$ cat src/logic/gsw_pkg.sv
`default_nettype none
package gsw_pkg;
    // Register offsets within the codec's control space.
    localparam logic [7:0] GSW_OFS_DIRECTION = 8'h4c;
    localparam logic [7:0] GSW_OFS_POLARITY = 8'h4e;
    localparam logic [7:0] GSW_OFS_STICKY_SEL = 8'h50;
    localparam logic [7:0] GSW_OFS_WAKE_MASK = 8'h52;
    localparam logic [7:0] GSW_OFS_STATE = 8'h54;
    // Power-up defaults.
    localparam logic [7:0] GSW_RST_DIRECTION = 8'hff;
    localparam logic [7:0] GSW_RST_POLARITY = 8'hff;
    localparam logic [7:0] GSW_RST_STICKY_SEL = 8'h00;
    localparam logic [7:0] GSW_RST_WAKE_MASK = 8'h00;
    localparam logic [7:0] GSW_RST_OUT_LEVEL = 8'hff;
    // Pin numbers with fixed roles.
    localparam int GSW_PIN_INPUT_ONLY = 1;
    localparam int GSW_PIN_WAKE = 3;
    // Interrupt bit position in slot 12.
    localparam int GSW_SLOT12_IRQ_BIT = 0;
    localparam int GSW_PINS = 8;
    // Serial interface modes.
    typedef enum logic [0:0] {
        GSW_MODE_AC97 = 1'b0,
        GSW_MODE_DSP = 1'b1
    } gsw_mode_t;
endpackage : gsw_pkg
`default_nettype wire

$ cat src/logic/gsw_pin_sync.sv
`default_nettype none
// Two-stage synchroniser followed by sticky capture for one pin.
module gsw_pin_sync
    import gsw_pkg::*;
(
    input wire logic sys_clk,
    input wire logic por,
    input wire logic pin_raw,
    input wire logic active_low,
    input wire logic sticky_en,
    input wire logic clear_req,
    output logic level,
    output logic sticky
);
    logic meta_r, meta_nxt, level_r, level_nxt, sticky_r, sticky_nxt;
    logic hit;

    // Capture wins over a clear in the same cycle so no event is lost.
    always_comb begin
        meta_nxt = pin_raw;
        level_nxt = meta_r;
        hit = (level_r ^ active_low);
        sticky_nxt = sticky_r;
        if (clear_req) begin
            sticky_nxt = 1'b0;
        end
        if (hit) begin
            sticky_nxt = 1'b1;
        end
        if (!sticky_en) begin
            sticky_nxt = 1'b0;
        end
    end

    // Of the two resets, only power-up returns the capture to its default.
    always_ff @(posedge sys_clk) begin
        meta_r <= meta_nxt;
        level_r <= level_nxt;
        if (por) begin
            sticky_r <= 1'b0;
        end else begin
            sticky_r <= sticky_nxt;
        end
    end

    assign level = level_r;
    assign sticky = sticky_r;

    chk_sticky_off: assert property (
        @(posedge sys_clk) disable iff (por)
        !sticky_en |=> !sticky_r)
        else $error("sticky set while off");
    chk_sticky_set: assert property (
        @(posedge sys_clk) disable iff (por)
        (sticky_en && hit) |=> sticky_r)
        else $error("capture missed");
endmodule : gsw_pin_sync
`default_nettype wire

$ cat src/logic/gsw_top.sv
`default_nettype none
module gsw_top
    import gsw_pkg::*;
#(
    parameter int NPINS = GSW_PINS
) (
    input wire logic sys_clk,
    input wire logic rst,
    input wire logic por,
    input wire logic serial_mode,
    input wire logic link_reset_n,
    input wire logic [NPINS-1:0] alt_func,
    input wire logic reg_wr,
    input wire logic [7:0] reg_addr,
    input wire logic [15:0] reg_wdata,
    output logic [15:0] reg_rdata,
    input wire logic [NPINS-1:0] slot12_out_bits,
    input wire logic slot12_valid,
    output logic slot12_irq,
    output logic [NPINS-1:0] pin_in_sample,
    input wire logic [NPINS-1:0] pin_i,
    output logic [NPINS-1:0] pin_o,
    output logic [NPINS-1:0] pin_oe,
    output logic [NPINS-1:0] pin_pullup,
    output logic wake_o,
    output logic wake_oe,
    output logic sdata_in_wake
);
    // Pin roles are fixed per number, so no other count can be served.
    if (NPINS != GSW_PINS) begin : g_bad_npins
        $error("gsw_top serves exactly eight pins");
    end

    logic [NPINS-1:0] pin_direction_r, pin_direction_nxt;
    logic [NPINS-1:0] pin_polarity_type_r, pin_polarity_type_nxt;
    logic [NPINS-1:0] pin_sticky_select_bits_r, pin_sticky_select_bits_nxt;
    logic [NPINS-1:0] pin_wake_mask_bits_r, pin_wake_mask_bits_nxt;
    logic [NPINS-1:0] out_level_r, out_level_nxt;
    logic [NPINS-1:0] live, sticky, clear_req, is_out, state_bits;
    logic [NPINS-1:0] pin_o_nxt, pin_oe_nxt, pull_nxt;
    logic [15:0] rdata_nxt;
    logic irq, wake_pin_select;
    logic irq_r, wake_o_r, wake_oe_r, sdin_r;
    logic [NPINS-1:0] pin_o_r, pin_oe_r, pull_r, sample_r;
    logic [15:0] rdata_r;

    // Pin 3 serves as wake output when it is flagged for an alternate role.
    assign wake_pin_select = alt_func[GSW_PIN_WAKE];

    // One synchroniser and capture per pin.
    for (genvar i = 0; i < NPINS; i++) begin : g_pin
        gsw_pin_sync u_sync (
            .sys_clk(sys_clk),
            .por(por),
            .pin_raw(pin_i[i]),
            .active_low(pin_polarity_type_r[i]),
            .sticky_en(pin_sticky_select_bits_r[i]),
            .clear_req(clear_req[i]),
            .level(live[i]),
            .sticky(sticky[i])
        );
    end

    // Register writes; a write of 0 to a status bit requests a clear.
    always_comb begin
        pin_direction_nxt = pin_direction_r;
        pin_polarity_type_nxt = pin_polarity_type_r;
        pin_sticky_select_bits_nxt = pin_sticky_select_bits_r;
        pin_wake_mask_bits_nxt = pin_wake_mask_bits_r;
        out_level_nxt = out_level_r;
        clear_req = '0;
        if (reg_wr) begin
            unique case (reg_addr)
                GSW_OFS_DIRECTION: pin_direction_nxt = reg_wdata[7:0];
                GSW_OFS_POLARITY: pin_polarity_type_nxt = reg_wdata[7:0];
                GSW_OFS_STICKY_SEL: begin
                    pin_sticky_select_bits_nxt = reg_wdata[7:0];
                end
                GSW_OFS_WAKE_MASK: pin_wake_mask_bits_nxt = reg_wdata[7:0];
                GSW_OFS_STATE: begin
                    clear_req = ~reg_wdata[7:0];
                    if (serial_mode == GSW_MODE_DSP) begin
                        out_level_nxt = reg_wdata[7:0];
                    end
                end
                default: ;
            endcase
        end
        // In AC'97 mode the link's slot 12 owns output levels.
        if (serial_mode == GSW_MODE_AC97 && slot12_valid) begin
            out_level_nxt = slot12_out_bits;
        end
    end

    // Pin drive, status view and interrupt combine.
    always_comb begin
        is_out = ~pin_direction_r & ~alt_func;
        is_out[GSW_PIN_INPUT_ONLY] = 1'b0;
        state_bits = pin_sticky_select_bits_r & sticky
            | ~pin_sticky_select_bits_r & live;
        irq = |(sticky & pin_wake_mask_bits_r);
        pin_o_nxt = is_out & out_level_r;
        // Open drain only pulls low; push-pull drives both levels.
        pin_oe_nxt = is_out & (~pin_polarity_type_r | ~out_level_r);
        pull_nxt = pin_polarity_type_r;
        rdata_nxt = 16'h0000;
        unique case (reg_addr)
            GSW_OFS_DIRECTION: rdata_nxt[7:0] = pin_direction_r;
            GSW_OFS_POLARITY: rdata_nxt[7:0] = pin_polarity_type_r;
            GSW_OFS_STICKY_SEL: rdata_nxt[7:0] = pin_sticky_select_bits_r;
            GSW_OFS_WAKE_MASK: rdata_nxt[7:0] = pin_wake_mask_bits_r;
            GSW_OFS_STATE: rdata_nxt[7:0] = state_bits;
            default: ;
        endcase
    end

    // Configuration survives the link reset; only power-up restores it.
    always_ff @(posedge sys_clk) begin
        if (por) begin
            pin_direction_r <= GSW_RST_DIRECTION;
            pin_polarity_type_r <= GSW_RST_POLARITY;
            pin_sticky_select_bits_r <= GSW_RST_STICKY_SEL;
            pin_wake_mask_bits_r <= GSW_RST_WAKE_MASK;
            out_level_r <= GSW_RST_OUT_LEVEL;
        end else begin
            pin_direction_r <= pin_direction_nxt;
            pin_polarity_type_r <= pin_polarity_type_nxt;
            pin_sticky_select_bits_r <= pin_sticky_select_bits_nxt;
            pin_wake_mask_bits_r <= pin_wake_mask_bits_nxt;
            out_level_r <= out_level_nxt;
        end
    end

    // Output stage; rst gives a quiet pin state for one cycle onward.
    always_ff @(posedge sys_clk) begin
        if (rst || por) begin
            irq_r <= 1'b0;
            wake_o_r <= 1'b0;
            wake_oe_r <= 1'b0;
            sdin_r <= 1'b0;
            pin_o_r <= '0;
            pin_oe_r <= '0;
            pull_r <= '1;
            sample_r <= '0;
            rdata_r <= 16'h0000;
        end else begin
            irq_r <= (serial_mode == GSW_MODE_AC97) & irq;
            wake_o_r <= wake_pin_select & irq;
            wake_oe_r <= wake_pin_select;
            sdin_r <= (serial_mode == GSW_MODE_AC97) & ~link_reset_n
                & irq;
            pin_o_r <= pin_o_nxt;
            pin_oe_r <= pin_oe_nxt;
            pull_r <= pull_nxt;
            sample_r <= live;
            rdata_r <= rdata_nxt;
        end
    end

    assign slot12_irq = irq_r;
    assign wake_o = wake_o_r;
    assign wake_oe = wake_oe_r;
    assign sdata_in_wake = sdin_r;
    assign pin_o = pin_o_r;
    assign pin_oe = pin_oe_r;
    assign pin_pullup = pull_r;
    assign pin_in_sample = sample_r;
    assign reg_rdata = rdata_r;

    chk_wake_pin: assert property (
        @(posedge sys_clk) disable iff (rst || por)
        (wake_pin_select && irq) |=> wake_o)
        else $error("wake pin low");
    chk_slot_irq: assert property (
        @(posedge sys_clk) disable iff (rst || por)
        (serial_mode == GSW_MODE_AC97) |=> slot12_irq == $past(irq))
        else $error("slot irq wrong");
    chk_irq_mask: assert property (
        @(posedge sys_clk) disable iff (rst || por)
        (pin_wake_mask_bits_r == 8'h00) |-> !irq)
        else $error("irq unmasked");
    chk_pin1_input: assert property (
        @(posedge sys_clk) disable iff (rst || por)
        !pin_oe[GSW_PIN_INPUT_ONLY])
        else $error("pin 1 driven");
    chk_sdin_wake: assert property (
        @(posedge sys_clk) disable iff (rst || por)
        (serial_mode == GSW_MODE_AC97 && !link_reset_n && irq)
        |=> sdata_in_wake)
        else $error("no wake on data-in");
    chk_dsp_level: assert property (
        @(posedge sys_clk) disable iff (rst || por)
        (reg_wr && reg_addr == GSW_OFS_STATE && serial_mode == GSW_MODE_DSP)
        |=> out_level_r == $past(reg_wdata[7:0]))
        else $error("dsp level");
    chk_in_no_drive: assert property (
        @(posedge sys_clk) disable iff (rst || por)
        ##1 ((pin_oe & $past(pin_direction_r)) == 8'h00))
        else $error("input driven");
    chk_od_high: assert property (
        @(posedge sys_clk) disable iff (rst || por)
        ##1 ((pin_oe & pin_o & $past(pin_polarity_type_r)) == 8'h00))
        else $error("open drain drove high");
endmodule : gsw_top
`default_nettype wire

$ cat config.mk
export PLATFORM = sky130hd
export DESIGN_NAME = gsw_top
export DESIGN_NICKNAME = d
export VERILOG_FILES = /design/src/logic/gsw_pkg.sv /design/src/logic/gsw_pin_sync.sv /design/src/logic/gsw_top.sv
export SDC_FILE = /design/constraint.sdc
export NUM_CORES = 1
export LEC_CHECK = 0
export BUFFER_PORTS_ARGS = -buffer_cell sky130_fd_sc_hd__buf_2
export CAP_MARGIN = 0
export CORE_MARGIN = 5
export CORE_UTILIZATION = 40
export CTS_CLUSTER_DIAMETER = 120
export DETAILED_ROUTE_END_ITERATION = 10
export SYNTH_ARGS = -nofsm -noshare
export SYNTH_HDL_FRONTEND = slang
export SYNTH_SLANG_ARGS = --single-unit
$ cat constraint.sdc
create_clock -name sys_clk -period 5 [get_ports sys_clk]
set_input_delay 1 -clock sys_clk [delete_from_list [all_inputs] [get_ports sys_clk]]
set_output_delay 1 -clock sys_clk [all_outputs]
set_load 0.01 [all_outputs]
==> metrics list, run 1 <==
- Status: finished, final reports clean
- Prevailing post-synth register cell: sky130_fd_sc_hd__dfxtp_1
* Detail-routed net length per standard cell: approximately 17 um
- The finished cells cover between 4000 and 5000 um^2.
- Along the worst path, the maximum fanout reaches 8.
- TritonCTS built the clock tree.
* Share of total power in sequential cells: roughly 59%
- Number of vias per cell: 5.19
* Fraction of layout cells with a size suffix above 1: 25.2%
* Total standard cell area after synthesis: 4030 um^2
* Slew Limit Fails: 0
- Sw power: 334 uW
- Startpoint class of the critical path: input port
- The die covers between 10,000 and 15,000 um^2.
* Relative max-transition margin: 38.3%
* Fill cell instance count of the final layout: 934
- After floorplanning, the core was divided into 36 placement rows.
- Setup violations remaining at the end of the flow were counted as 0.
- Residual overflow from global routing: 0
- TritonCTS created 9 clock buffers.
- For this design the ratio of total power to cell area is 312 nW/um^2.
* Area fraction of the dominant cell type after synthesis: 52.2%
* Warnings from Yosys: 0
* Hold slack: 0.332 ns
* Synthesized area divided by synthesized cell count: 10.7 um^2
- Data arrives at the worst endpoint at 2.76 ns.
- Required @ worst endpoint: 5.23 ns
* Biggest area contributors in the synthesized netlist: sky130_fd_sc_hd__dfxtp_1 52%, sky130_fd_sc_hd__mux2i_1 8.5%, sky130_fd_sc_hd__nor2b_1 3.0%
- For this run, the detailed router's first-pass iteration total came to 4.
* Setup skew after layout: roughly 0.0070 ns
- The clock passes through at most 2 buffers.
- Count of flip-flops with a built-in enable after synthesis: 0
- The number of buffers and inverters on the critical path is 1.
* RSZ-0062 raised after global routing: false
- CTS built an H-tree with a depth of 3.
- Sum of net half-perimeters after detailed placement: between 7000 and 8000 um
- Count of distinct cell types in the synthesized netlist: 48
- Buffers inserted to repair hold after CTS numbered 0.
- Area Growth Syn to Fin: 16.7%
* Total negative setup slack: 0 ns
- The analysis attributes to cell leakage a power of 1.85 nW.
- For this configuration, the core starts out at a cell density of 41.2%.
- Counting I/O delays and the setup requirement, the final critical path takes between 2 and 3 ns.
* Via count: 3,088
* Horizontal die dimension: 110 um
- The number of global-route vias before repair was 3,002.
* Minimum setup slack among reg-to-reg paths: 3.86 ns
- Longest individual stage delay on the worst path: 0.68 ns
- The first global-routing pass estimated roughly 16,000 um of wire.
* Highest attainable clock frequency: 0.395 GHz
- Count of buffers from port buffering: 86
- The number of placed instances, taps included, is 579.
* Number of DRC markers in iteration 0: 219
* Worst-margin pin slew: 0.923 ns
- Global-route usage over all layers: about 17%
- For the worst flop-to-flop path, the logic depth is 3.
* Launch instance of the worst min-delay path: g_pin[4].u_sync.level_nxt
- For this design, the sink count on the clock tree is 105.
- Seq/Total Area, Yosys: 52.2%
- Number of nets in the layout: 512
- Timing analysis after detailed placement gives a worst setup slack of 2.08 ns.
* Combinational Power Share: 6.2%
- The clock network burns 35.3% of the power.
- In this run the vertical extent of the chip is between 100 and 150 um.
* Number of nets with antenna violations after routing: 0
- The design draws 1.46 mW.
- By count the netlist is led by 105 x sky130_fd_sc_hd__dfxtp_1, 34 x sky130_fd_sc_hd__mux2i_1, 29 x sky130_fd_sc_hd__nor2_1.
- Post-layout instance count excluding filler cells: 595
* Number of flip-flops and latches in the synthesized netlist: around 110
- The initial antenna violation count was 0.
- After floorplanning, the core was sized to cover 9770 um^2.
- The final hold violation count is 0.
* Placed Instance Area: 4500 um^2
* Cell-internal power: about 1.1 mW
* Cell chain of the critical path: buf_2 -> nor3b_1 -> nand3_1 -> mux2i_1 -> nor2_1
- Root buffer cell: sky130_fd_sc_hd__clkbuf_8
* Critical path capture point type: register
- Synthesis produced a netlist whose cell count is about 380.
- GPL Wtd Cong: 0.823
* Post-CTS sizing: 0
- Part of the cycle the worst path needs: 50.6%
- The clock reaches the later pin of the worst-skew pair after 0.36 ns.
- For hold timing, the worst endpoint is g_pin[4].u_sync.level.
* Type of the setup path with the least slack: in -> reg
- Number of setup buffers added after CTS: 0
- The worst register-to-register path begins at pin_sticky_select_bits_r[0].
* Residual DRC: 0
- Cells fill about half of the core in the end.
- Across the run, the number of max-cap violations was 0.
* Clock slew at the register clock pins of the worst setup and hold paths: roughly 0.09 ns
- In this run the count of I/O pins placed on the die edge is 107.
- The worst hold path belongs to the class reg -> reg.
- Library cell with the largest summed area after synthesis: sky130_fd_sc_hd__dfxtp_1
- Maximum vdd ir drop: 0.219 mV
* Worst r2r dst: reg_rdata[0]
* Post-route worst setup slack: 2.47 ns
- Standard cell with the maximum stage delay on the critical path: sky130_fd_sc_hd__nand3_1
- Entering global routing, the biggest net connects 64 pins.
- Cell with the most instances after synthesis: sky130_fd_sc_hd__dfxtp_1
- The worst hold path was traced through 0 stages.
- The routed design has 9990 um of wire.
- Gate family responsible for the most delay along the worst path: simple AND/OR/NAND/NOR gates
* Switching part of the total power: a little under a quarter
- Share of flip-flops with an asynchronous set or reset: 0%
==> metal layers <==
layer | GRT usage, % | share of wire (%)
met1 | 23.4 | 47
met2 | 26.0 | 44
met3 | 5.36 | 8.2
met4 | 4.57 | 0.78
met5 | 0 | 0
==> layout by cell type (no fill, tap or decap), drive strengths merged, types with 2 or more instances in the layout <==
cell,count
a2111oi,7
a211o,16
a211oi,8
a21oi,16
a22o,4
a22oi,5
a2bb2oi,5
a32oi,4
and2,17
and3,2
buf,87
clkbuf,11
clkinvlp,2
conb,10
dfxtp,105
mux2,2
mux2i,34
nand2,7
nand2b,10
nand3b,2
nand4,2
nor2,30
nor2b,19
nor3,4
nor3b,5
nor4b,7
o21ai,9
or3,8
or3b,2
or4,2
xnor2,8
==> worst max-delay path by stage <==
stage | start | end | slack, ns | cells past startpoint
after global routing | reg_addr[5] | pin_sticky_select_bits_r[7] | 2.33 | 5
after CTS | reg_addr[5] | pin_polarity_type_r[4] | 2.47 | 5
after floorplan | reg_addr[5] | pin_polarity_type_r[6] | 2.63 | 6
final | reg_addr[5] | pin_sticky_select_bits_r[7] | 2.47 | 5
after global placement | reg_addr[5] | pin_polarity_type_r[5] | 2.10 | 5
after detailed placement | reg_addr[5] | pin_polarity_type_r[1] | 2.08 | 5
==> logic make-up (layout without fill, tap and decap cells) <==
logic type	after synthesis	count (layout)	share of synthesized area [%]
other cells	1	11	0.0931
buf+inv	28	102	4.10
simple gates	122	122	18.5
compound gates	78	78	14.4
mux	36	36	9.01
xor+xnor	8	8	1.74
flops	105	105	52.2
==> worst reg2reg max path: cells and delay by family (launching register included) <==
family | cells | cell delay (ns)
AND/OR/NAND/NOR | 1 | 0.40
AO/OA/AOI/OAI | 1 | 0.18
multiplexers | 1 | 0.09
flip-flops | 1 | 0.39
==> power groups by stage <==
stage / Combinational, mW / Clock [mW] / Sequential, mW
floorplan: 0.0571 / 0 / 0.876
global placement: 0.0887 / 0 / 0.876
detailed placement: 0.0903 / 0 / 0.876
CTS: 0.0907 / 0.536 / 0.857
global route: 0.100 / 0.564 / 0.859
finish: 0.0901 / 0.517 / 0.857
==> layout make-up <==
class | count | area (um^2) | area share (%)
well taps | 133 | 166 | 3.54
clock buffers | 11 | 141 | 3.01
clock inverters | 4 | 53.8 | 1.15
multi-input cells | 254 | 1790 | 38.2
flip-flops and latches | 105 | 2100 | 44.8
diodes | 1 | 2.50 | 0.0533
repair buffers | 87 | 438 | 9.32
==> sequential cells by signal (all words and copies together), names as in the netlist <==
| signal | flops |
|---|---|
| g_pin.u_sync.level | 8 |
| g_pin.u_sync.level_nxt | 8 |
| g_pin.u_sync.sticky | 8 |
| pin_direction_r | 8 |
| pin_in_sample | 8 |
| pin_polarity_type_r | 8 |
| pin_pullup | 8 |
| pin_sticky_select_bits_r | 8 |
| pin_wake_mask_bits_r | 8 |
| reg_rdata | 8 |
| out_level_r | 7 |
| pin_o | 7 |
| pin_oe | 7 |
| sdata_in_wake | 1 |
| slot12_irq | 1 |
| wake_o | 1 |
| wake_oe | 1 |
Power figures use the tool's default switching activity.
==> inputs of run 2 (changes only) <==
--- a/config.mk
+++ b/config.mk
@@ -11,6 +11,7 @@
 export CORE_UTILIZATION = 40
 export CTS_CLUSTER_DIAMETER = 120
 export DETAILED_ROUTE_END_ITERATION = 10
+export PLACE_DENSITY = 0.66
 export SYNTH_ARGS = -nofsm -noshare
 export SYNTH_HDL_FRONTEND = slang
 export SYNTH_SLANG_ARGS = --single-unit
==> constraint.sdc (replaced) <==
create_clock -name sys_clk -period 2.3 [get_ports sys_clk]
set_input_delay 0.46 -clock sys_clk [delete_from_list [all_inputs] [get_ports sys_clk]]
set_output_delay 0.46 -clock sys_clk [all_outputs]
set_load 0.01 [all_outputs]
==> metrics list, run 2 (synthesis results as in run 1) <==
* Status: finished, final reports clean
- Required @ worst endpoint: roughly 2.6 ns
* Num ports: 107
- Sum of net half-perimeters after detailed placement: 7400 um
* Post-CTS sizing: 0
- Crit path DAT: 1.99 ns
* Startpoint class of the critical path: input port
- Subtracting the final worst setup slack from the clock period gives 1.73 ns.
* Site row count: 36
* Final count of negative-setup-slack endpoints: 0
* Residual DRC: 0
* Cell chain of the critical path: buf_2 -> nor3b_2 -> nand4_1 -> o21ai_0 -> a21oi_1
- Detail-routed net length per standard cell: 16.6 um
* Longest individual stage delay on the worst path: 0.48 ns
- The max-slew violation count was 0.
* Switching part of the total power: 23.6%
* Area Growth Syn to Fin: 20.1%
- Highest attainable clock frequency: 0.580 GHz
- Critical path launch point: reg_addr[1]
- Per report_power, the combinational group accounts for 6.5% of the total.
- In this run the static leakage power is 1.95 nW.
- In this run the most critical hold path is launched from pin_i[3].
- Power share of the clock group: between 30% and 40%
- Number of nets with antenna violations after routing: 0
- Leading cell type in the layout, fill and taps excluded: sky130_fd_sc_hd__dfxtp_1
- After the first detailed-routing iteration, the DRC count stood at 171.
- The initial antenna violation count came to 0.
- Entering global routing, the biggest net connects 33 pins.
* Initial core utilization: 41.2%
- At the later pin of the worst-skew pair, clock insertion delay measures around 0.38 ns.
- Number of iterations in the first detailed-routing pass: 4
- Setup skew after layout: 0.0126 ns
- Of the available clock period, the critical path in the final layout requires between 70% and 80%.
- Across all layers, the routed design uses 3,116 vias.
- Hold slack: 0.173 ns
* N_diodes: 0
- At the pin with the least slew margin, the transition time is about 0.74 ns.
* Number of buffers inserted during clock tree synthesis: 9
* Area of the core region: between 9000 and 10,000 um^2
- IR analysis of the VDD net gives a maximum drop of approximately 0.28 mV.
- The setup path with the least slack is of type in -> reg.
* Root buffer cell: sky130_fd_sc_hd__clkbuf_8
- In the final layout, the share of cells above drive strength 1 is 27.8%.
- The path class of the tightest hold or removal check is in -> reg.
* Count of buffers from port buffering: 86
- Post-CTS Hold Buffers: 0
- Wire length of the first global-routing pass: 15,800 um
- The number of buffers and inverters on the critical path is 1.
* Die H: ~110 um
- For this design the ratio of total power to cell area is 671 nW/um^2.
- The number of global-route vias before repair came to 3,053.
- Residual overflow from global routing: 0
- The final hold violation count is 0.
* Clock sink count: roughly 110
- Number of buffers on the longest clock path: 2
- Setup repair after global routing left no endpoint under its margin.
* Maxcap violations: 0
- Horizontal die dimension: 110 um
- The final layout contains 528 nets.
- Relative max-transition margin: ~50%
- In this run the post-CTS setup repair buffer count came out at 0.
* Die Footprint: 12,200 um^2
- Global-route usage over all layers: 17.4%
- Routability-driven placement finished with a final weighted congestion of 0.855.
- In this run the critical register-to-register path is launched from pin_sticky_select_bits_r[1].
- In the routed layout, each cell is associated on average with a via count of 5.10.
- Clock slew at the register clock pins of the worst setup and hold paths: approximately 0.10 ns
- Cell-internal power: roughly 2.5 mW
- Sequential cells burn between 50% and 60% of the power.
* CTS tree: built
- The worst setup path is captured at a register.
- Among cell families on the critical path, the largest total delay comes from simple AND/OR/NAND/NOR gates.
- Summed over all failing endpoints, the final setup total negative slack is 0 ns.
- Standard cell with the maximum stage delay on the critical path: sky130_fd_sc_hd__nand4_1
* Final routed wirelength across all metal layers: 10,200 um
* H-tree depth reported by CTS: 3
- Largest fanout of any net on the critical path: 16
* Sw power: 766 uW
- The top cell types in the final layout, fill and taps aside, are 105 x sky130_fd_sc_hd__dfxtp_1, 86 x sky130_fd_sc_hd__buf_2, 34 x sky130_fd_sc_hd__mux2i_1, 29 x sky130_fd_sc_hd__nor2_1, 19 x sky130_fd_sc_hd__nor2b_1.
==> run 2: cell count changes in the layout (fill, tap and decap cells not counted), sizes merged <==
cell	previous run	this run
diode	1	0
inv	0	2
clkinv	1	2
buf	87	103
clkinvlp	2	0
==> run 2: path summary, 6_finish.rpt <==
path	end	slack (ns)	cells after the start
setup / recovery	g_pin[2].u_sync.sticky	0.57	5
hold / removal	g_pin[3].u_sync.level_nxt	0.17	1
hold reg to reg	g_pin[5].u_sync.level	0.33	0
setup reg to reg	reg_rdata[1]	1.17	3
==> run 2: routing by layer <==
metal / wire [um] / global-route usage [%] / vias to the layer above
met4: 232 / 7.56 / 0
met2: 4270 / 25.2 / 127
met1: 4750 / 24.0 / 1438
met5: 0 / 0 / -
met3: 907 / 5.01 / 19
li1: - / - / 1532
==> run 2: worst reg2reg max path: stages (launching register included) <==
cell and delay [ns]:
sky130_fd_sc_hd__dfxtp_1 0.40, sky130_fd_sc_hd__mux2i_1 0.09, sky130_fd_sc_hd__or4_1 0.41, sky130_fd_sc_hd__a21oi_1 0.15
==> run 2: power by group through the flow <==
| stage | clock, mW | combinational (mW) | sequential, mW |
|---|---|---|---|
| CTS | 1.20 | 0.210 | 1.86 |
| global route | 1.28 | 0.230 | 1.87 |
| finish | 1.17 | 0.210 | 1.86 |
| detailed placement | 0 | 0.209 | 1.91 |
| global placement | 0 | 0.205 | 1.90 |
| floorplan | 0 | 0.124 | 1.90 |
==> run 2: area by class of cell <==
cell class,instances,area (um^2)
Timing Repair Buffer,103,571
Multi-Input combinational cell,254,1790
Clock inverter,5,61.3
Fill cell,930,4940
Tap cell,133,166
Clock buffer,11,141
Sequential cell,105,2100
==> run 2: through the flow <==
stage / power [mW] / area [um^2] / utilization, % / std cells / worst slack (ns)
6_report: 3.24 / 4830 / 49.5 / 611 / 0.575
4_1_cts: 3.28 / 4830 / 49.5 / 611 / 0.592
3_5_place_dp: 2.11 / 4630 / 47.4 / 595 / 0.168
2_1_floorplan: 2.03 / 4060 / - / 387 / 0.466
5_1_grt: 3.37 / 4830 / 49.5 / 611 / 0.488
3_3_place_gp: 2.11 / 4630 / 47.4 / 595 / 0.193
==> inputs of run 3 (changes only) <==
--- a/config.mk
+++ b/config.mk
@@ -11,7 +11,6 @@
 export CORE_UTILIZATION = 40
 export CTS_CLUSTER_DIAMETER = 120
 export DETAILED_ROUTE_END_ITERATION = 10
-export PLACE_DENSITY = 0.66
 export SYNTH_ARGS = -nofsm -noshare
 export SYNTH_HDL_FRONTEND = slang
 export SYNTH_SLANG_ARGS = --single-unit
==> constraint.sdc (replaced) <==
create_clock -name sys_clk -period 1.6 [get_ports sys_clk]
set_input_delay 0.32 -clock sys_clk [delete_from_list [all_inputs] [get_ports sys_clk]]
set_output_delay 0.32 -clock sys_clk [all_outputs]
set_load 0.01 [all_outputs]
==> metrics list, run 3 (synthesis results as in run 1) <==
* Number of iterations in the first detailed-routing pass: 5
- With fillers left out, the area of the finished cells amounts to 4990 um^2.
* Required @ worst endpoint: 1.89 ns
- Maximum vdd ir drop: 0.492 mV
- Fraction of layout cells with a size suffix above 1: 30.7%
* Cell-internal power: 3.53 mW
- Of all nets on the critical path, the largest fanout is 8.
- The region available for standard cell placement spans 9770 um^2.
* Number of cells on the worst reg-to-reg path: 3
* Cell chain of the critical path: buf_2 -> or3b_1 -> buf_4 -> nor2_1 -> a41o_1 -> buf_12 -> mux2i_1
- The total overflow left after global routing is 0.
- Clock slew at the register clock pins of the worst setup and hold paths: 0.10 ns
- The floorplan has 36 rows.
- Detailed routing placed a total of about 4600 um of wire on met2.
- Root buffer cell: sky130_fd_sc_hd__clkbuf_8
* Global-route usage over all layers: between 10% and 20%
- In this run the cell area measured after placement is around 4800 um^2.
* Post-route worst setup slack: between 0.1 and 0.15 ns
- Startpoint class of the critical path: input port
* Slew Limit Fails: 0
- At the later pin of the worst-skew pair, clock insertion delay measures 0.36 ns.
* Type of the setup path with the least slack: in -> reg
* GPL Wtd Cong: 0.840
* Die Footprint: 12,200 um^2
- Detailed routing inserted a total of approximately 3,200 vias.
- Horizontal die dimension: 110 um
- Sequential cells account for 58.4% of the total power.
* Clock sink count: approximately 110
* Number of buffers on the longest clock path: 2
- The final layout contains routed wiring with a total length of 10,400 um.
- The first global-routing pass estimated 15,800 um of wire.
- Standard cell with the maximum stage delay on the critical path: sky130_fd_sc_hd__or3b_1
- Cell count of the worst hold path: 1
* Final count of negative-setup-slack endpoints: 0
- For this design, the CTS-stage hold fixing added 0 buffers.
- Derived from the worst setup path, the maximum achievable clock frequency is 0.687 GHz.
- In the detailed route, the total length drawn on met3 is 857 um.
- Sw power: 1.05 mW
* Number of nets in the layout: ~550
- Number of hold-slack violations in the final timing report: 0
- Once the floorplan was initialized, standard cells occupied 41.2% of the core.
- Final Critical Period: about 1.5 ns
* Leading cell types in the layout, fill and taps excluded: 105 x sky130_fd_sc_hd__dfxtp_1, 86 x sky130_fd_sc_hd__buf_2, 36 x sky130_fd_sc_hd__buf_4, 34 x sky130_fd_sc_hd__mux2i_1, 29 x sky130_fd_sc_hd__nor2_1
* Via count of the first global-routing pass: about 3,100
* Largest net degree at the start of global routing: 64
- Number of placed cells counting well taps: 616
- Power density of the placed cells: 917 nW/um^2
- RSZ-0062 raised after global routing: false
* Longest individual stage delay on the worst path: 0.36 ns
- Part of the cycle the worst path needs: between 90 and 100%
* Maxcap violations: 0
* CTS tree: built
- After detailed routing, the number of vias per cell comes to 5.07.
- Critical path capture point type: register
- N_diodes: 0
- Number of nets with antenna violations after routing: 0
* Combinational Power Share: 7.3%
- After the first detailed-routing iteration, the DRC count stood at 139.
* Post-layout instance count excluding filler cells: 631
* Residual DRC: 0
- The initial antenna violation count was 1.
- Detailed placement ended at an HPWL of 7630 um.
- Die H: 110 um
- Highest Signal Layer: met5
* Hold crit path type: in -> reg
* WL met1: between 4000 and 5000 um
- Area Growth Syn to Fin: 24.0%
- For the worst setup path, the data arrival time is 1.75 ns.
* Status: finished, final reports clean
- Worst slack at placement: -0.211 ns
- H-tree depth reported by CTS: 3
- Num ports: 107
- Design Power: 4.58 mW
* Leading cell type in the layout, fill and taps excluded: sky130_fd_sc_hd__dfxtp_1
- Number of setup buffers added after CTS: 0
- Number of buffers inserted during clock tree synthesis: 9
- Power share of the clock group: 34.3%
* Switching part of the total power: between 20 and 25%
* Total negative setup slack: 0 ns
* Total leakage power: 2.05 nW
- Post-CTS sizing: 0
* Detail-routed net length per standard cell: around 16 um
- Setup skew after layout: 0.0114 ns
* Count of buffers from port buffering: 86
-- run 3: critical path, delay by kind of cell --
kind	cells	cell delay (ns)
AO/OA/AOI/OAI	1	0.25
buffers and inverters	3	0.43
multiplexers	1	0.17
AND/OR/NAND/NOR	2	0.56
-- run 3: through the flow --
stage	hold WS [ns]	utilization [%]
after global placement	0.310	49.2
after floorplan	0.310	-
final	0.0524	51.1
after CTS	0.0413	51.1
after detailed placement	0.312	49.2
after global routing	0.0265	51.1
-- run 3: power by group through the flow --
stage | clock network [mW] | logic, mW | registers, mW
6_report | 1.57 | 0.333 | 2.68
5_1_grt | 1.73 | 0.362 | 2.68
4_1_cts | 1.61 | 0.332 | 2.68
3_5_place_dp | 0 | 0.331 | 2.74
3_3_place_gp | 0 | 0.326 | 2.74
2_1_floorplan | 0 | 0.180 | 2.74
-- run 3: path summary, 6_finish.rpt --
| check | startpoint | slack (ns) | end |
|---|---|---|---|
| setup / recovery | reg_addr[7] | 0.14 | out_level_r[7] |
| hold / removal | pin_i[3] | 0.05 | g_pin[3].u_sync.level_nxt |
| setup reg to reg | pin_sticky_select_bits_r[0] | 0.44 | reg_rdata[0] |
| hold reg to reg | g_pin[1].u_sync.level_nxt | 0.33 | g_pin[1].u_sync.level |
-- run 3: layer usage --
| layer | global-route usage [%] | up-vias |
|---|---|---|
| li1 | - | 1572 |
| met3 | 4.83 | 15 |
| met2 | 27.0 | 116 |
| met4 | 5.28 | 2 |
| met5 | 0 | - |
| met1 | 23.1 | 1492 |
-- run 3: cell type report --
class / count / area (um^2)
timing repair buffer: 124 / 741
tap: 133 / 166
sequential: 105 / 2100
fill: 933 / 4780
multi-input combinational: 254 / 1800
clock buffer: 11 / 131
clock inverter: 4 / 55.1
